`src/epc_pkg.sv`:
```
/*
 Constants, types and timing for the host-side controller of an 8K x 8
 one-time programmable read-only memory.
 Assumes a 100 MHz system clock and a device wired pin to pin.
*/
// Overview of operation
// - Select low, gate high, strobe low, raised supply: presented byte is written.
// - Programming mode needs raised supply about 12.75 V and select low.
// - Each pulse needs address and byte presented at logic levels.
// - At 12.75 V each strobe pulse lasts 95 to 105 us, nominal 100 us.
// - Alternatively 12.5 V supply with 1 ms nominal strobe pulses.
// - Each location gets at least one and at most 25 pulses.
// - Never switch programming supply while select and strobe are both low.
package epc_pkg;
	localparam int EPC_AW = 13;
	localparam int EPC_DW = 8;
	localparam logic [EPC_DW-1:0] EPC_ERASED = 8'hff;
	localparam int EPC_CLK_MHZ = 100;
	localparam int EPC_PW_FAST_US = 100;
	localparam int EPC_PW_SLOW_US = 1000;
	localparam int EPC_SETUP_US = 2;
	localparam int EPC_READ_NS = 250;
	localparam int EPC_MAX_PULSES = 25;
	localparam int EPC_PW_FAST_CYC = EPC_PW_FAST_US * EPC_CLK_MHZ;
	localparam int EPC_PW_SLOW_CYC = EPC_PW_SLOW_US * EPC_CLK_MHZ;
	localparam int EPC_PW_FAST_MIN_CYC = 95 * EPC_CLK_MHZ;
	localparam int EPC_PW_FAST_MAX_CYC = 105 * EPC_CLK_MHZ;
	localparam int EPC_PW_SLOW_MIN_CYC = 950 * EPC_CLK_MHZ;
	localparam int EPC_PW_SLOW_MAX_CYC = 1050 * EPC_CLK_MHZ;
	localparam int EPC_SETUP_CYC = EPC_SETUP_US * EPC_CLK_MHZ;
	localparam int EPC_READ_CYC = (EPC_READ_NS * EPC_CLK_MHZ + 999) / 1000;
	localparam int EPC_CW = 17;
	typedef struct packed {
		logic chip_sel_n;
		logic out_gate_n;
		logic program_strobe_n;
		logic vpp_high;
	} epc_strobes_t;
	typedef struct packed {
		logic write;
		logic slow;
		logic [EPC_AW-1:0] addr;
		logic [EPC_DW-1:0] data;
	} epc_req_t;
endpackage : epc_pkg

```
`src/epc_host.sv`:
```
/*
 Host controller that reads and programs the memory through its pins.
 Assumes an external switch turns vpp_high into the raised supply and that
 the byte lines are resolved from the enable outside this module.
*/
`timescale 1ns/1ps
`default_nettype none
module epc_host
	import epc_pkg::*;
(
	input wire logic clock,
	input wire logic sys_rst,
	input wire logic req_valid,
	input wire epc_req_t req,
	output logic req_ready,
	output logic resp_valid,
	output logic [EPC_DW-1:0] resp_data,
	output logic resp_fail,
	output logic [4:0] resp_pulses,
	output epc_strobes_t strobes,
	output logic [EPC_AW-1:0] word_select_lines,
	input wire logic [EPC_DW-1:0] byte_lines_i,
	output logic [EPC_DW-1:0] byte_lines_o,
	output logic byte_lines_oe_n
);
	typedef enum logic [6:0] {
		S_IDLE = 7'h01,
		S_READ = 7'h02,
		S_VPP = 7'h04,
		S_SETUP = 7'h08,
		S_PULSE = 7'h10,
		S_HOLD = 7'h20,
		S_VERIFY = 7'h40
	} epc_state_t;
	epc_state_t state_q, state_d;
	epc_req_t cur_q;
	logic [4:0] pulses_q;
	logic [EPC_DW-1:0] sync1_q, sync2_q;
	logic [EPC_DW-1:0] resp_data_q;
	logic resp_valid_q, resp_fail_q;
	logic tmr_load, tmr_done;
	logic [EPC_CW-1:0] tmr_val;
	logic take, match, last_pulse;
	logic vpp_on, sel_n, gate_n, strobe_n;
	logic [EPC_CW-1:0] low_cnt_q;
	logic pw_in_window;
	// Synchroniser for the byte lines read back from the device
	always_ff @(posedge clock) begin
		sync1_q <= byte_lines_i;
		sync2_q <= sync1_q;
	end
	assign take = req_valid && state_q == S_IDLE;
	assign req_ready = state_q == S_IDLE;
	// A bit asked to stay one but already zero can never be restored
	assign match = sync2_q == cur_q.data;
	assign last_pulse = pulses_q == 5'(EPC_MAX_PULSES);
	epc_timer u_tmr (
		.clock(clock),
		.sys_rst(sys_rst),
		.load(tmr_load),
		.load_val(tmr_val),
		.done(tmr_done)
	);
	always_comb begin
		state_d = state_q;
		tmr_load = 1'b0;
		tmr_val = EPC_CW'(EPC_SETUP_CYC);
		unique case (state_q)
			S_IDLE: begin
				if (take) begin
					tmr_load = 1'b1;
					if (req.write) begin
						state_d = S_VPP;
					end else begin
						tmr_val = EPC_CW'(EPC_READ_CYC + 2);
						state_d = S_READ;
					end
				end
			end
			S_READ: if (tmr_done) state_d = S_IDLE;
			S_VPP: begin
				if (tmr_done) begin
					tmr_load = 1'b1;
					state_d = S_SETUP;
				end
			end
			S_SETUP: begin
				if (tmr_done) begin
					tmr_load = 1'b1;
					// The timer holds a state one cycle past its load value
					tmr_val = cur_q.slow ? EPC_CW'(EPC_PW_SLOW_CYC - 1) : EPC_CW'(EPC_PW_FAST_CYC - 1);
					state_d = S_PULSE;
				end
			end
			S_PULSE: begin
				if (tmr_done) begin
					tmr_load = 1'b1;
					state_d = S_HOLD;
				end
			end
			S_HOLD: begin
				if (tmr_done) begin
					tmr_load = 1'b1;
					tmr_val = EPC_CW'(EPC_READ_CYC + 2);
					state_d = S_VERIFY;
				end
			end
			S_VERIFY: begin
				if (tmr_done) begin
					tmr_load = 1'b1;
					state_d = (match || last_pulse) ? S_IDLE : S_SETUP;
				end
			end
		endcase
	end
	always_ff @(posedge clock) begin
		if (sys_rst) begin
			state_q <= S_IDLE;
			cur_q <= '0;
			pulses_q <= '0;
		end else begin
			state_q <= state_d;
			if (take) begin
				cur_q <= req;
				pulses_q <= '0;
			end
			if (state_q == S_SETUP && tmr_done)
				pulses_q <= pulses_q + 5'd1;
		end
	end
	always_ff @(posedge clock) begin
		if (sys_rst) begin
			resp_valid_q <= 1'b0;
			resp_fail_q <= 1'b0;
			resp_data_q <= '0;
		end else begin
			resp_valid_q <= 1'b0;
			if (state_q == S_READ && tmr_done) begin
				resp_valid_q <= 1'b1;
				resp_fail_q <= 1'b0;
				resp_data_q <= sync2_q;
			end
			if (state_q == S_VERIFY && tmr_done && (match || last_pulse)) begin
				resp_valid_q <= 1'b1;
				resp_fail_q <= !match;
				resp_data_q <= sync2_q;
			end
		end
	end
	assign resp_valid = resp_valid_q;
	assign resp_fail = resp_fail_q;
	assign resp_data = resp_data_q;
	assign resp_pulses = pulses_q;
	// Supply stays raised across every pulse; strobe is high whenever it changes
	assign vpp_on = state_q inside {S_VPP, S_SETUP, S_PULSE, S_HOLD, S_VERIFY};
	assign sel_n = !(state_q inside {S_READ, S_SETUP, S_PULSE, S_HOLD, S_VERIFY});
	assign gate_n = !(state_q inside {S_READ, S_VERIFY});
	assign strobe_n = state_q != S_PULSE;
	// One driver for the whole pin group, so all strobes move together
	assign strobes = '{chip_sel_n: sel_n, out_gate_n: gate_n, program_strobe_n: strobe_n, vpp_high: vpp_on};
	assign word_select_lines = cur_q.addr;
	assign byte_lines_o = cur_q.data;
	assign byte_lines_oe_n = !(state_q inside {S_SETUP, S_PULSE, S_HOLD});

	// Counts low strobe cycles so the whole width can be judged at its end
	always_ff @(posedge clock) begin
		if (sys_rst || strobes.program_strobe_n)
			low_cnt_q <= '0;
		else
			low_cnt_q <= low_cnt_q + 1'b1;
	end
	assign pw_in_window = cur_q.slow ? (low_cnt_q >= EPC_PW_SLOW_MIN_CYC && low_cnt_q <= EPC_PW_SLOW_MAX_CYC)
		: (low_cnt_q >= EPC_PW_FAST_MIN_CYC && low_cnt_q <= EPC_PW_FAST_MAX_CYC);
endmodule : epc_host
`default_nettype wire

```
`src/epc_timer.sv`:
```
/*
 Down counter that times strobe widths and setup waits.
 Assumes load and count come from the same clock domain.
*/
`timescale 1ns/1ps
`default_nettype none
module epc_timer
	import epc_pkg::*;
(
	input wire logic clock,
	input wire logic sys_rst,
	input wire logic load,
	input wire logic [EPC_CW-1:0] load_val,
	output logic done
);
	logic [EPC_CW-1:0] cnt_q;
	always_ff @(posedge clock) begin
		if (sys_rst)
			cnt_q <= '0;
		else if (load)
			cnt_q <= load_val;
		else if (cnt_q != '0)
			cnt_q <= cnt_q - 1'b1;
	end
	// Done must not look at load: the caller derives load from done
	assign done = cnt_q == '0;
endmodule : epc_timer
`default_nettype wire
```
`config.mk`:
```
export PLATFORM = sky130hd
export DESIGN_NAME = epc_host
export DESIGN_NICKNAME = d
export VERILOG_FILES = /design/src/epc_pkg.sv /design/src/epc_host.sv /design/src/epc_timer.sv
export SDC_FILE = /design/constraint.sdc
export NUM_CORES = 1
export LEC_CHECK = 0
export BUFFER_PORTS_ARGS = -buffer_cell sky130_fd_sc_hd__buf_2
export CAP_MARGIN = 20
export CORE_MARGIN = 8
export CORE_UTILIZATION = 59
export CTS_BUF_LIST = sky130_fd_sc_hd__clkbuf_8 sky130_fd_sc_hd__clkbuf_16
export DETAILED_ROUTE_END_ITERATION = 12
export PLACE_DENSITY = 0.85
export RECOVER_POWER = 50
export SYNTH_ARGS = -nofsm -noshare
export SYNTH_HDL_FRONTEND = slang
export SYNTH_HIERARCHICAL = 1
export SYNTH_SLANG_ARGS = --single-unit
```
`constraint.sdc`:
```
create_clock -name clock -period 4.6 [get_ports clock]
set_clock_uncertainty 0.05 [all_clocks]
set_input_delay 0 -clock clock [delete_from_list [all_inputs] [get_ports clock]]
set_output_delay 0 -clock clock [all_outputs]
set_load 0.005 [all_outputs]
```
---- Yosys cells after proc, flatten, opt, wreduce, memory -nomap -nowiden ----
Cells that the tools add are included.
storage, ports and cells
  output and inout port bits .............. 42
  flip-flop bits (word level) ............. 77
  input bits .............................. 34
operators by class
  add/sub/neg operators ................... 2
  reduce and logical (&&, ||, !) cells .... 21
  eq/ne operators ......................... 17
  multiplexer cells ....................... 29
operators by type and width
  kind                                                                      count
  17-bit 2-to-1 mux                                                         4
  17-bit case mux with 3 select lines                                       1
  7-bit 2-to-1 mux                                                          7
  7-bit case mux with 7 select lines                                        1
  8-bit 2-to-1 mux                                                          5
  17-bit logical NOT                                                        1
  17-bit nonzero test                                                       1
  17-bit by 1-bit subtractor with 17-bit output (second input constant)     1
  2-bit inequality test (second input constant)                             6
  5-bit 2-to-1 mux                                                          2
  5-bit nonzero test                                                        2
  8-bit == test                                                             1
  2-bit nonzero test                                                        4
  7-bit by 1-bit == test with 1-bit output (second input constant)          1
  7-bit by 2-bit == test with 1-bit output (second input constant)          1
  7-bit by 3-bit == test with 1-bit output (second input constant)          1
  7-bit by 4-bit == test with 1-bit output (second input constant)          1
  7-bit by 5-bit == test with 1-bit output (second input constant)          1
  7-bit by 6-bit == test with 1-bit output (second input constant)          1
  7-bit == test (second input constant)                                     1
  7-bit by 5-bit inequality test with 1-bit output (second input constant)  1
  7-bit AND reduction                                                       1
  1-bit 2-to-1 mux                                                          6
  5-bit by 1-bit adder with 5-bit output (second input constant)            1
  other kinds (10)                                                          17

---- Logic depth before layout (Yosys ltp) ----
Gate-level depths: netlist of run 1.
  depth after elaboration ................. 5
  mapped depth ............................ 12
  gate-level depth less buffers ........... 11

---- Hierarchy ----
The synthesis of run 1 kept the hierarchy.
by module, submodules not included
  module     cells an instance  area an instance (um2)  sequential area each (um2)  instances
  epc_host   319                2786.4                  1201.2                      1
  epc_timer  112                930.9                   340.3                       1

---- Least setup slack after synthesis of run 1 ----
Ideal clock, no wire load.
  kind .................................... flip-flop to flip-flop
  from .................................... reg u_tmr.cnt_q[0]
  to ...................................... reg u_tmr.cnt_q[0]
  setup time .............................. 133 ps
  data arrival time ....................... 2746 ps
  path slack .............................. 1671 ps
  period minus slack after synthesis ...... 2929 ps
  stages on the path, launching flop included .. 13
  cell sequence ........................... dfxtp_1 inv_1 ha_1 nor4b_1 nand4b_1 or2_4 inv_2 inv_2 o41ai_1 clkbuf_1 nor3_1 mux2i_1 o21ai_0
on the way
  word-level cells in the longest chain between the ends .. 4
ends and longest elaborated chain
  item                                                     line             text
  from (decl)                                              epc_timer.sv:16  logic [EPC_CW-1:0] cnt_q;
  from (signal assigned)                                   epc_timer.sv:21  cnt_q <= load_val;
  from (signal assigned)                                   epc_timer.sv:23  cnt_q <= cnt_q - 1'b1;
  17-bit logical NOT (*)                                   epc_timer.sv:26  assign done = cnt_q == '0;
  net tmr_done                                             epc_host.sv:41   logic tmr_load, tmr_done;
  1-bit 2-to-1 mux (*)                                     -
  1-bit case mux with 2 select lines (*)                   epc_host.sv:68   unique case (state_q)
  net tmr_load                                             epc_host.sv:41
  17-bit 2-to-1 mux or 2-bit nonzero test (tied branches)  -
Mark *: on every way through the listed nets, which the timed path passes. The rest lies on a longest branch. The select of a mux whose other input is x is not followed.
A chain may end at the register's enable or synchronous reset.

---- Worst setup path after layout of run 1 ----
  from .................................... reg u_tmr.cnt_q[0]
  to ...................................... reg u_tmr.cnt_q[13]
Same word-level chain as after synthesis.

==> results of run 1 <==
==> Yosys cell counts, types with 3 or more instances <==
library cell	number	area share [%]
clkbuf_1	8	0.81
xnor2_1	10	2.4
buf_2	5	0.67
nand2b_1	18	3.0
a211o_1	3	0.71
nand3b_1	3	0.61
or3_1	7	1.2
dfxtp_1	77	41
buf_6	6	1.8
nor2b_1	3	0.50
inv_2	3	0.30
inv_1	9	0.91
nor2_1	22	2.2
mux2i_1	10	2.7
nand2_1	73	7.4
nor3_1	10	1.3
o21ai_1	3	0.40
o21ai_0	13	1.8
xor2_1	11	2.6
buf_4	26	5.3
a211oi_2	3	1.0
ha_1	3	1.0
a21oi_1	37	5.0
a211oi_1	3	0.61
nand3_1	8	1.1
nor4_1	6	1.0
==> registers in the layout, indices dropped and copies added (netlist names) <==
signal             count
byte_lines_o           8
cur_q                  1
resp_data              8
resp_fail              1
resp_pulses            5
resp_valid             1
state_q                7
sync1_q                8
sync2_q                8
u_tmr/cnt_q           17
word_select_lines     13
==> routing by layer <==
metal	routed length [um]	vias to the layer above	share of wire (%)	track usage [%]
met4	348	0	3.6	10.6
met1	3760	1518	39	23.3
met3	595	23	6.1	5.59
met5	0	-	0	0
met2	4990	104	52	40.0
li1	-	1590	-	-
==> cells by family after synthesis <==
group,Yosys count
multiplexers,11
buffers and inverters,59
AND/OR/NAND/NOR,181
other,2
flip-flops,77
XOR/XNOR,21
AO/OA/AOI/OAI,77
adder cells (fa/ha/maj),3
==> area by class of cell <==
| class | instances | area share (%) |
|---|---|---|
| inverter | 12 | 1.04 |
| tap | 77 | 2.21 |
| clock buffer | 10 | 3.16 |
| clock inverter | 6 | 1.61 |
| timing repair buffer | 107 | 15.0 |
| sequential | 77 | 35.4 |
| multi-input combinational | 298 | 41.5 |
==> through the flow <==
stage | util, % | setup slack [ns] | power [uW] | hold WS, ns
finish | 70.1 | 1.02 | 2010 | 0.0737
detailed placement | 62.5 | 1.09 | 1460 | 0.0560
floorplan | - | 1.67 | 1340 | -0.0223
global route | 70.1 | 0.752 | 2120 | 0.0594
global placement | 62.5 | 1.25 | 1430 | 0.0528
CTS | 70.9 | 1.07 | 2000 | 0.0442
==> timing repair <==
item	4_1_cts	5_1_grt
hold buffers	31	0
endpoints found under the hold margin	31	0
gates resized for setup	0	0
==> worst min-delay path by stage <==
stage / from / end / slack, ns / depth (start not counted)
CTS: req_valid / state_q[0]$_SDFFE_PP1P_ / 0.04 / 3
floorplan: byte_lines_i[0] / sync1_q[0]$_DFF_P_ / -0.02 / 0
global route: req_valid / state_q[0]$_SDFFE_PP1P_ / 0.06 / 3
detailed placement: byte_lines_i[4] / sync1_q[4]$_DFF_P_ / 0.06 / 1
global placement: byte_lines_i[6] / sync1_q[6]$_DFF_P_ / 0.05 / 1
finish: req_valid / state_q[0]$_SDFFE_PP1P_ / 0.07 / 3
==> where the power goes <==
| group | switching [uW] | internal, uW | total [uW] | leakage [uW] |
|---|---|---|---|---|
| clock | 259 | 269 | 528 | 0.000107 |
| sequential | 86.6 | 753 | 840 | 0.000632 |
| combinational | 356 | 283 | 640 | 0.000949 |
==> critical path: stages, from the launching register on <==
cell	delay, ns
dfxtp_1	0.34
inv_1	0.09
ha_1	0.22
nor4b_1	0.35
nand4b_1	0.29
or2_4	0.35
inv_2	0.16
inv_2	0.13
o41ai_2	0.28
buf_4	0.24
nor2b_1	0.63
nand2_1	0.13
a211oi_1	0.22
==> results.cfg, run 1 <==
[clock_network]
cts_setup_buffers = 0
cts_buffer_depth = 2
cts_sinks = 77
cts_tree = built
clk_latency_ns = 0.35
h-tree-depth = 3
clock-root-buffer = clkbuf_8
clk_pin_slew_worst_paths_ns = 0.08
cts_buffers = 9

[timing]
finalHoldViolCount = 0
setup_viol = 0
drv_slew = 0
max_freq_mhz = 280
setup_tns_ns = 0
rsz0062_at_grt = no
period_needed_ns = 3.58
slew_headroom_pct = 29.4
worst_slew_pin_slew_ns = 1.06
period_share_pct = 77.8

[yosys]
yosysSeqAreaShare_pct = 41.5
synth_compound_area_share_pct = 12.9
synth-edff-count = 0
yosys_warnings = 6
synthMuxAreaShare_pct = 3.00
synth_top_family_by_area = simple AND/OR/NAND/NOR gates
yosysUniqueCellTypes = 63
synth-seq-cells = 77
synthArstFlopShare_pct = 0
synth_fa_ha_area_share_pct = 1.01
synth_top_flop_cell = dfxtp_1
syn_inst = 431
synth_simple_gate_area_share_pct = 26.2
synth_xor_area_share_pct = 4.95
synth_area_um2 = 3720
avgSynthCellArea_um2 = 8.62

[die]
initial_core_util_pct = 59.9
fp.dieH_um = 95.4
coreArea_um2 = 6200
die_w_um = 95.4
rows = 29
die_area_um2 = 9100
ioPinCount = 76

[cells_and_area]
final_layout_size_suffix_gt1_share_pct = 16.5
final_cell_mix = dfxtp_1 (77), nand2_1 (73), buf_2 (42), a21oi_1 (37), clkbuf_1 (32)
fin_cells = 587
multiInputGateArea_um2 = 1810
final_area_um2 = 4350
fillCellCount = 479
fin_nets = 542
area_growth_pct = 17.1
layout_commonest_cell = dfxtp_1
diodes = 0
regArea_um2 = 1540

[setup_path]
cp-end-kind = flop
rr_startpoint = u_tmr/cnt_q[0]$_SDFFE_PP0P_
crit_end = u_tmr/cnt_q[13]$_SDFFE_PP0P_
crit_type = flop to flop
crit_required_ns = 4.81
crit_path_max_fanout = 14
r2r_setup_slack_ns = 1.02
arrival_ns = 3.78
cp-start-kind = flop
rr_worst_depth = 12
setup.worst_path.start = u_tmr/cnt_q[0]$_SDFFE_PP0P_
regToRegEndpoint = u_tmr/cnt_q[13]$_SDFFE_PP0P_

[routing]
viasPerCell = 5.51
ant_nets = 0
wl_per_cell_um = 16.5
wl_um = 9690
route.detailed.drc = 0
vias = 3235
firstDrtPassIters = 4
first_iter_violations = 124

[run]
maxCapViolations = 0

[global_route]
overflow = 0
first_global_vias = 3298
antenna_found_initial = 0
gr-usage-all-layers_pct = 22.1
grt_max_degree = 65
grt_pass1_wl_um = 15700

[power]
power.leakage_uw = 0.00169
p_per_area_nw_per_um2 = 461
peakVddDrop_uv = 343

[placement]
place_area_um2 = 3880
hpwl_um = 6210
place_congestion = 0.892
port_buffers = 75
dp_cells = 540

[status]
outcome = finished clean

[hold_path]
hold_class = input port to flop
Power figures use the tool's default switching activity.
==> run 2, diff against run 1 <==
--- a/config.mk
+++ b/config.mk
@@ -8,10 +8,10 @@
 export BUFFER_PORTS_ARGS = -buffer_cell sky130_fd_sc_hd__buf_2
 export CAP_MARGIN = 20
 export CORE_MARGIN = 8
-export CORE_UTILIZATION = 59
+export CORE_UTILIZATION = 49
 export CTS_BUF_LIST = sky130_fd_sc_hd__clkbuf_8 sky130_fd_sc_hd__clkbuf_16
 export DETAILED_ROUTE_END_ITERATION = 12
-export PLACE_DENSITY = 0.85
+export PLACE_DENSITY = 0.75
 export RECOVER_POWER = 50
 export SYNTH_ARGS = -nofsm -noshare
 export SYNTH_HDL_FRONTEND = slang
==> constraint.sdc (replaced) <==
create_clock -name clock -period 3 [get_ports clock]
set_clock_uncertainty 0.05 [all_clocks]
set_input_delay 0 -clock clock [delete_from_list [all_inputs] [get_ports clock]]
set_output_delay 0 -clock clock [all_outputs]
set_load 0.005 [all_outputs]
==> run 2 against run 1 <==
Net effect: setup slack worse by 0.86 ns; clock power up 68%; sequential power up 55%; register-to-register slack worse by 0.86 ns; utilization down 8.6 points; non-clock buffer count up 7; largest power group unchanged.
==> results.cfg, run 2 (synthesis results as in run 1) <==
[timing]
setup_ws_ns = 0.161
period_needed_ns = 2.84
finalHoldViolCount = 0
worst_slew_pin_slew_ns = 0.659
period_share_pct = 94.6
setup_viol = 0
setup_tns_ns = 0
slew_headroom_pct = 56.0
max_freq_mhz = 352
drv_slew = 0

[die]
die_w_um = 103
die_area_um2 = 10600
rows = 31
ioPinCount = 76
initial_core_util_pct = 51.0
fp.dieH_um = 103
coreArea_um2 = 7290

[global_route]
first_global_vias = 3303
gr-usage-all-layers_pct = 18.2
antenna_found_initial = 0
grt_pass1_wl_um = 15300
grt_max_degree = 35
overflow = 0

[power]
power.leakage_uw = 0.00175
peakVddDrop_uv = 403
p_per_area_nw_per_um2 = 716

[routing]
firstDrtPassIters = 4
ant_nets = 0
wl_um = 9280
vias = 3196
route.detailed.drc = 0
viasPerCell = 5.19
wl_per_cell_um = 15.1
first_iter_violations = 199

[setup_path]
arrival_ns = 2.99
crit_path_max_fanout = 12
cp-end-kind = flop
cp-start-kind = flop
crit_required_ns = 3.15
crit_type = flop to flop

[status]
outcome = finished clean

[cells_and_area]
final_util_pct = 61.6
largest_reg_flops = 17
area_growth_pct = 20.8
fillCellCount = 658
layout_commonest_cell = dfxtp_1
fin_cells = 616
regMostFlops = u_tmr/cnt_q
final_layout_size_suffix_gt1_share_pct = 18.4
final_cell_mix = dfxtp_1 (77), nand2_1 (73), buf_2 (45), a21oi_1 (37), dlygate4sd3_1 (31)
diodes = 0
final_area_um2 = 4490
fin_nets = 549

[clock_network]
clock-root-buffer = clkbuf_8
clk_pin_slew_worst_paths_ns = 0.08
cts_buffers = 9
h-tree-depth = 3
cts_tree = built
cts_setup_buffers = 0
clk_latency_ns = 0.34
cts_buffer_depth = 2
cts_sinks = 77

[placement]
place_congestion = 0.889
place_area_um2 = 3960
hpwl_um = 6430
preCtsSetupSlack_ns = 0.0441
dp_cells = 569
port_buffers = 75

[run]
maxCapViolations = 0

[hold_path]
hold_class = input port to flop
-- run 2: changes by cell type in the layout (fill, tap and decap cells not counted), sizes merged --
cell    previous run  this run
clkinv             4         3
bufinv             1         2
clkbuf            43        40
buf               43        53
-- run 2: layout make-up --
cell class | count | area (um2) | area share [%]
repair buffers | 114 | 708 | 15.8
clock inverters | 6 | 95.1 | 2.12
inverters | 12 | 45.0 | 1.00
clock buffers | 10 | 138 | 3.06
well taps | 99 | 124 | 2.76
flip-flops and latches | 77 | 1540 | 34.3
multi-input cells | 298 | 1840 | 41.0
-- run 2: metrics by stage --
step | hold WS, ns | total power (uW)
final | 0.0581 | 3220
after CTS | 0.0316 | 3200
after detailed placement | 0.0536 | 2280
after global routing | 0.0528 | 3410
after floorplan | -0.0223 | 2050
after global placement | 0.0528 | 2250
-- run 2: power breakdown --
group | internal (uW) | total [uW] | switching [uW]
Clock | 499 | 887 | 389
Combinational | 486 | 1040 | 549
Sequential | 1160 | 1300 | 140
Total | 2140 | 3220 | 1080
-- run 2: worst paths after layout --
kind,slack [ns],from,endpoint,cells past startpoint
max,0.16,u_tmr/cnt_q[12]$_SDFFE_PP0P_,u_tmr/cnt_q[0]$_SDFFE_PP0P_,10
min reg2reg,0.28,sync1_q[5]$_DFF_P_,sync2_q[5]$_DFF_P_,0
max reg2reg,0.16,u_tmr/cnt_q[12]$_SDFFE_PP0P_,u_tmr/cnt_q[0]$_SDFFE_PP0P_,10
min,0.06,req_valid,state_q[0]$_SDFFE_PP1P_,3
-- run 2: repair_timing --
| item | 4_1_cts | 5_1_grt |
|---|---|---|
| hold endpoints to repair | 31 | 0 |
| endpoints found under the setup margin | 0 | 21 |
| gates resized for setup | 0 | 3 |
| hold buffers | 31 | 0 |
-- run 2: per-layer routing --
metal | part of all wire, % | GRT usage, % | vias up
met3 | 6.1 | 5.94 | 15
li1 | - | - | 1599
met5 | 0 | 0 | -
met1 | 41 | 20.2 | 1500
met2 | 51 | 31.5 | 82
met4 | 1.9 | 6.67 | 0
-- run 2: worst max-delay path, stage by stage, from the launching register on --
cell and delay [ns]:
dfxtp_1 0.34, or2_1 0.28, or4_1 0.48, or2_4 0.32
inv_2 0.17, inv_2 0.14, o41ai_4 0.34, buf_4 0.24
nor3_1 0.08, mux2i_1 0.17, o21ai_0 0.10
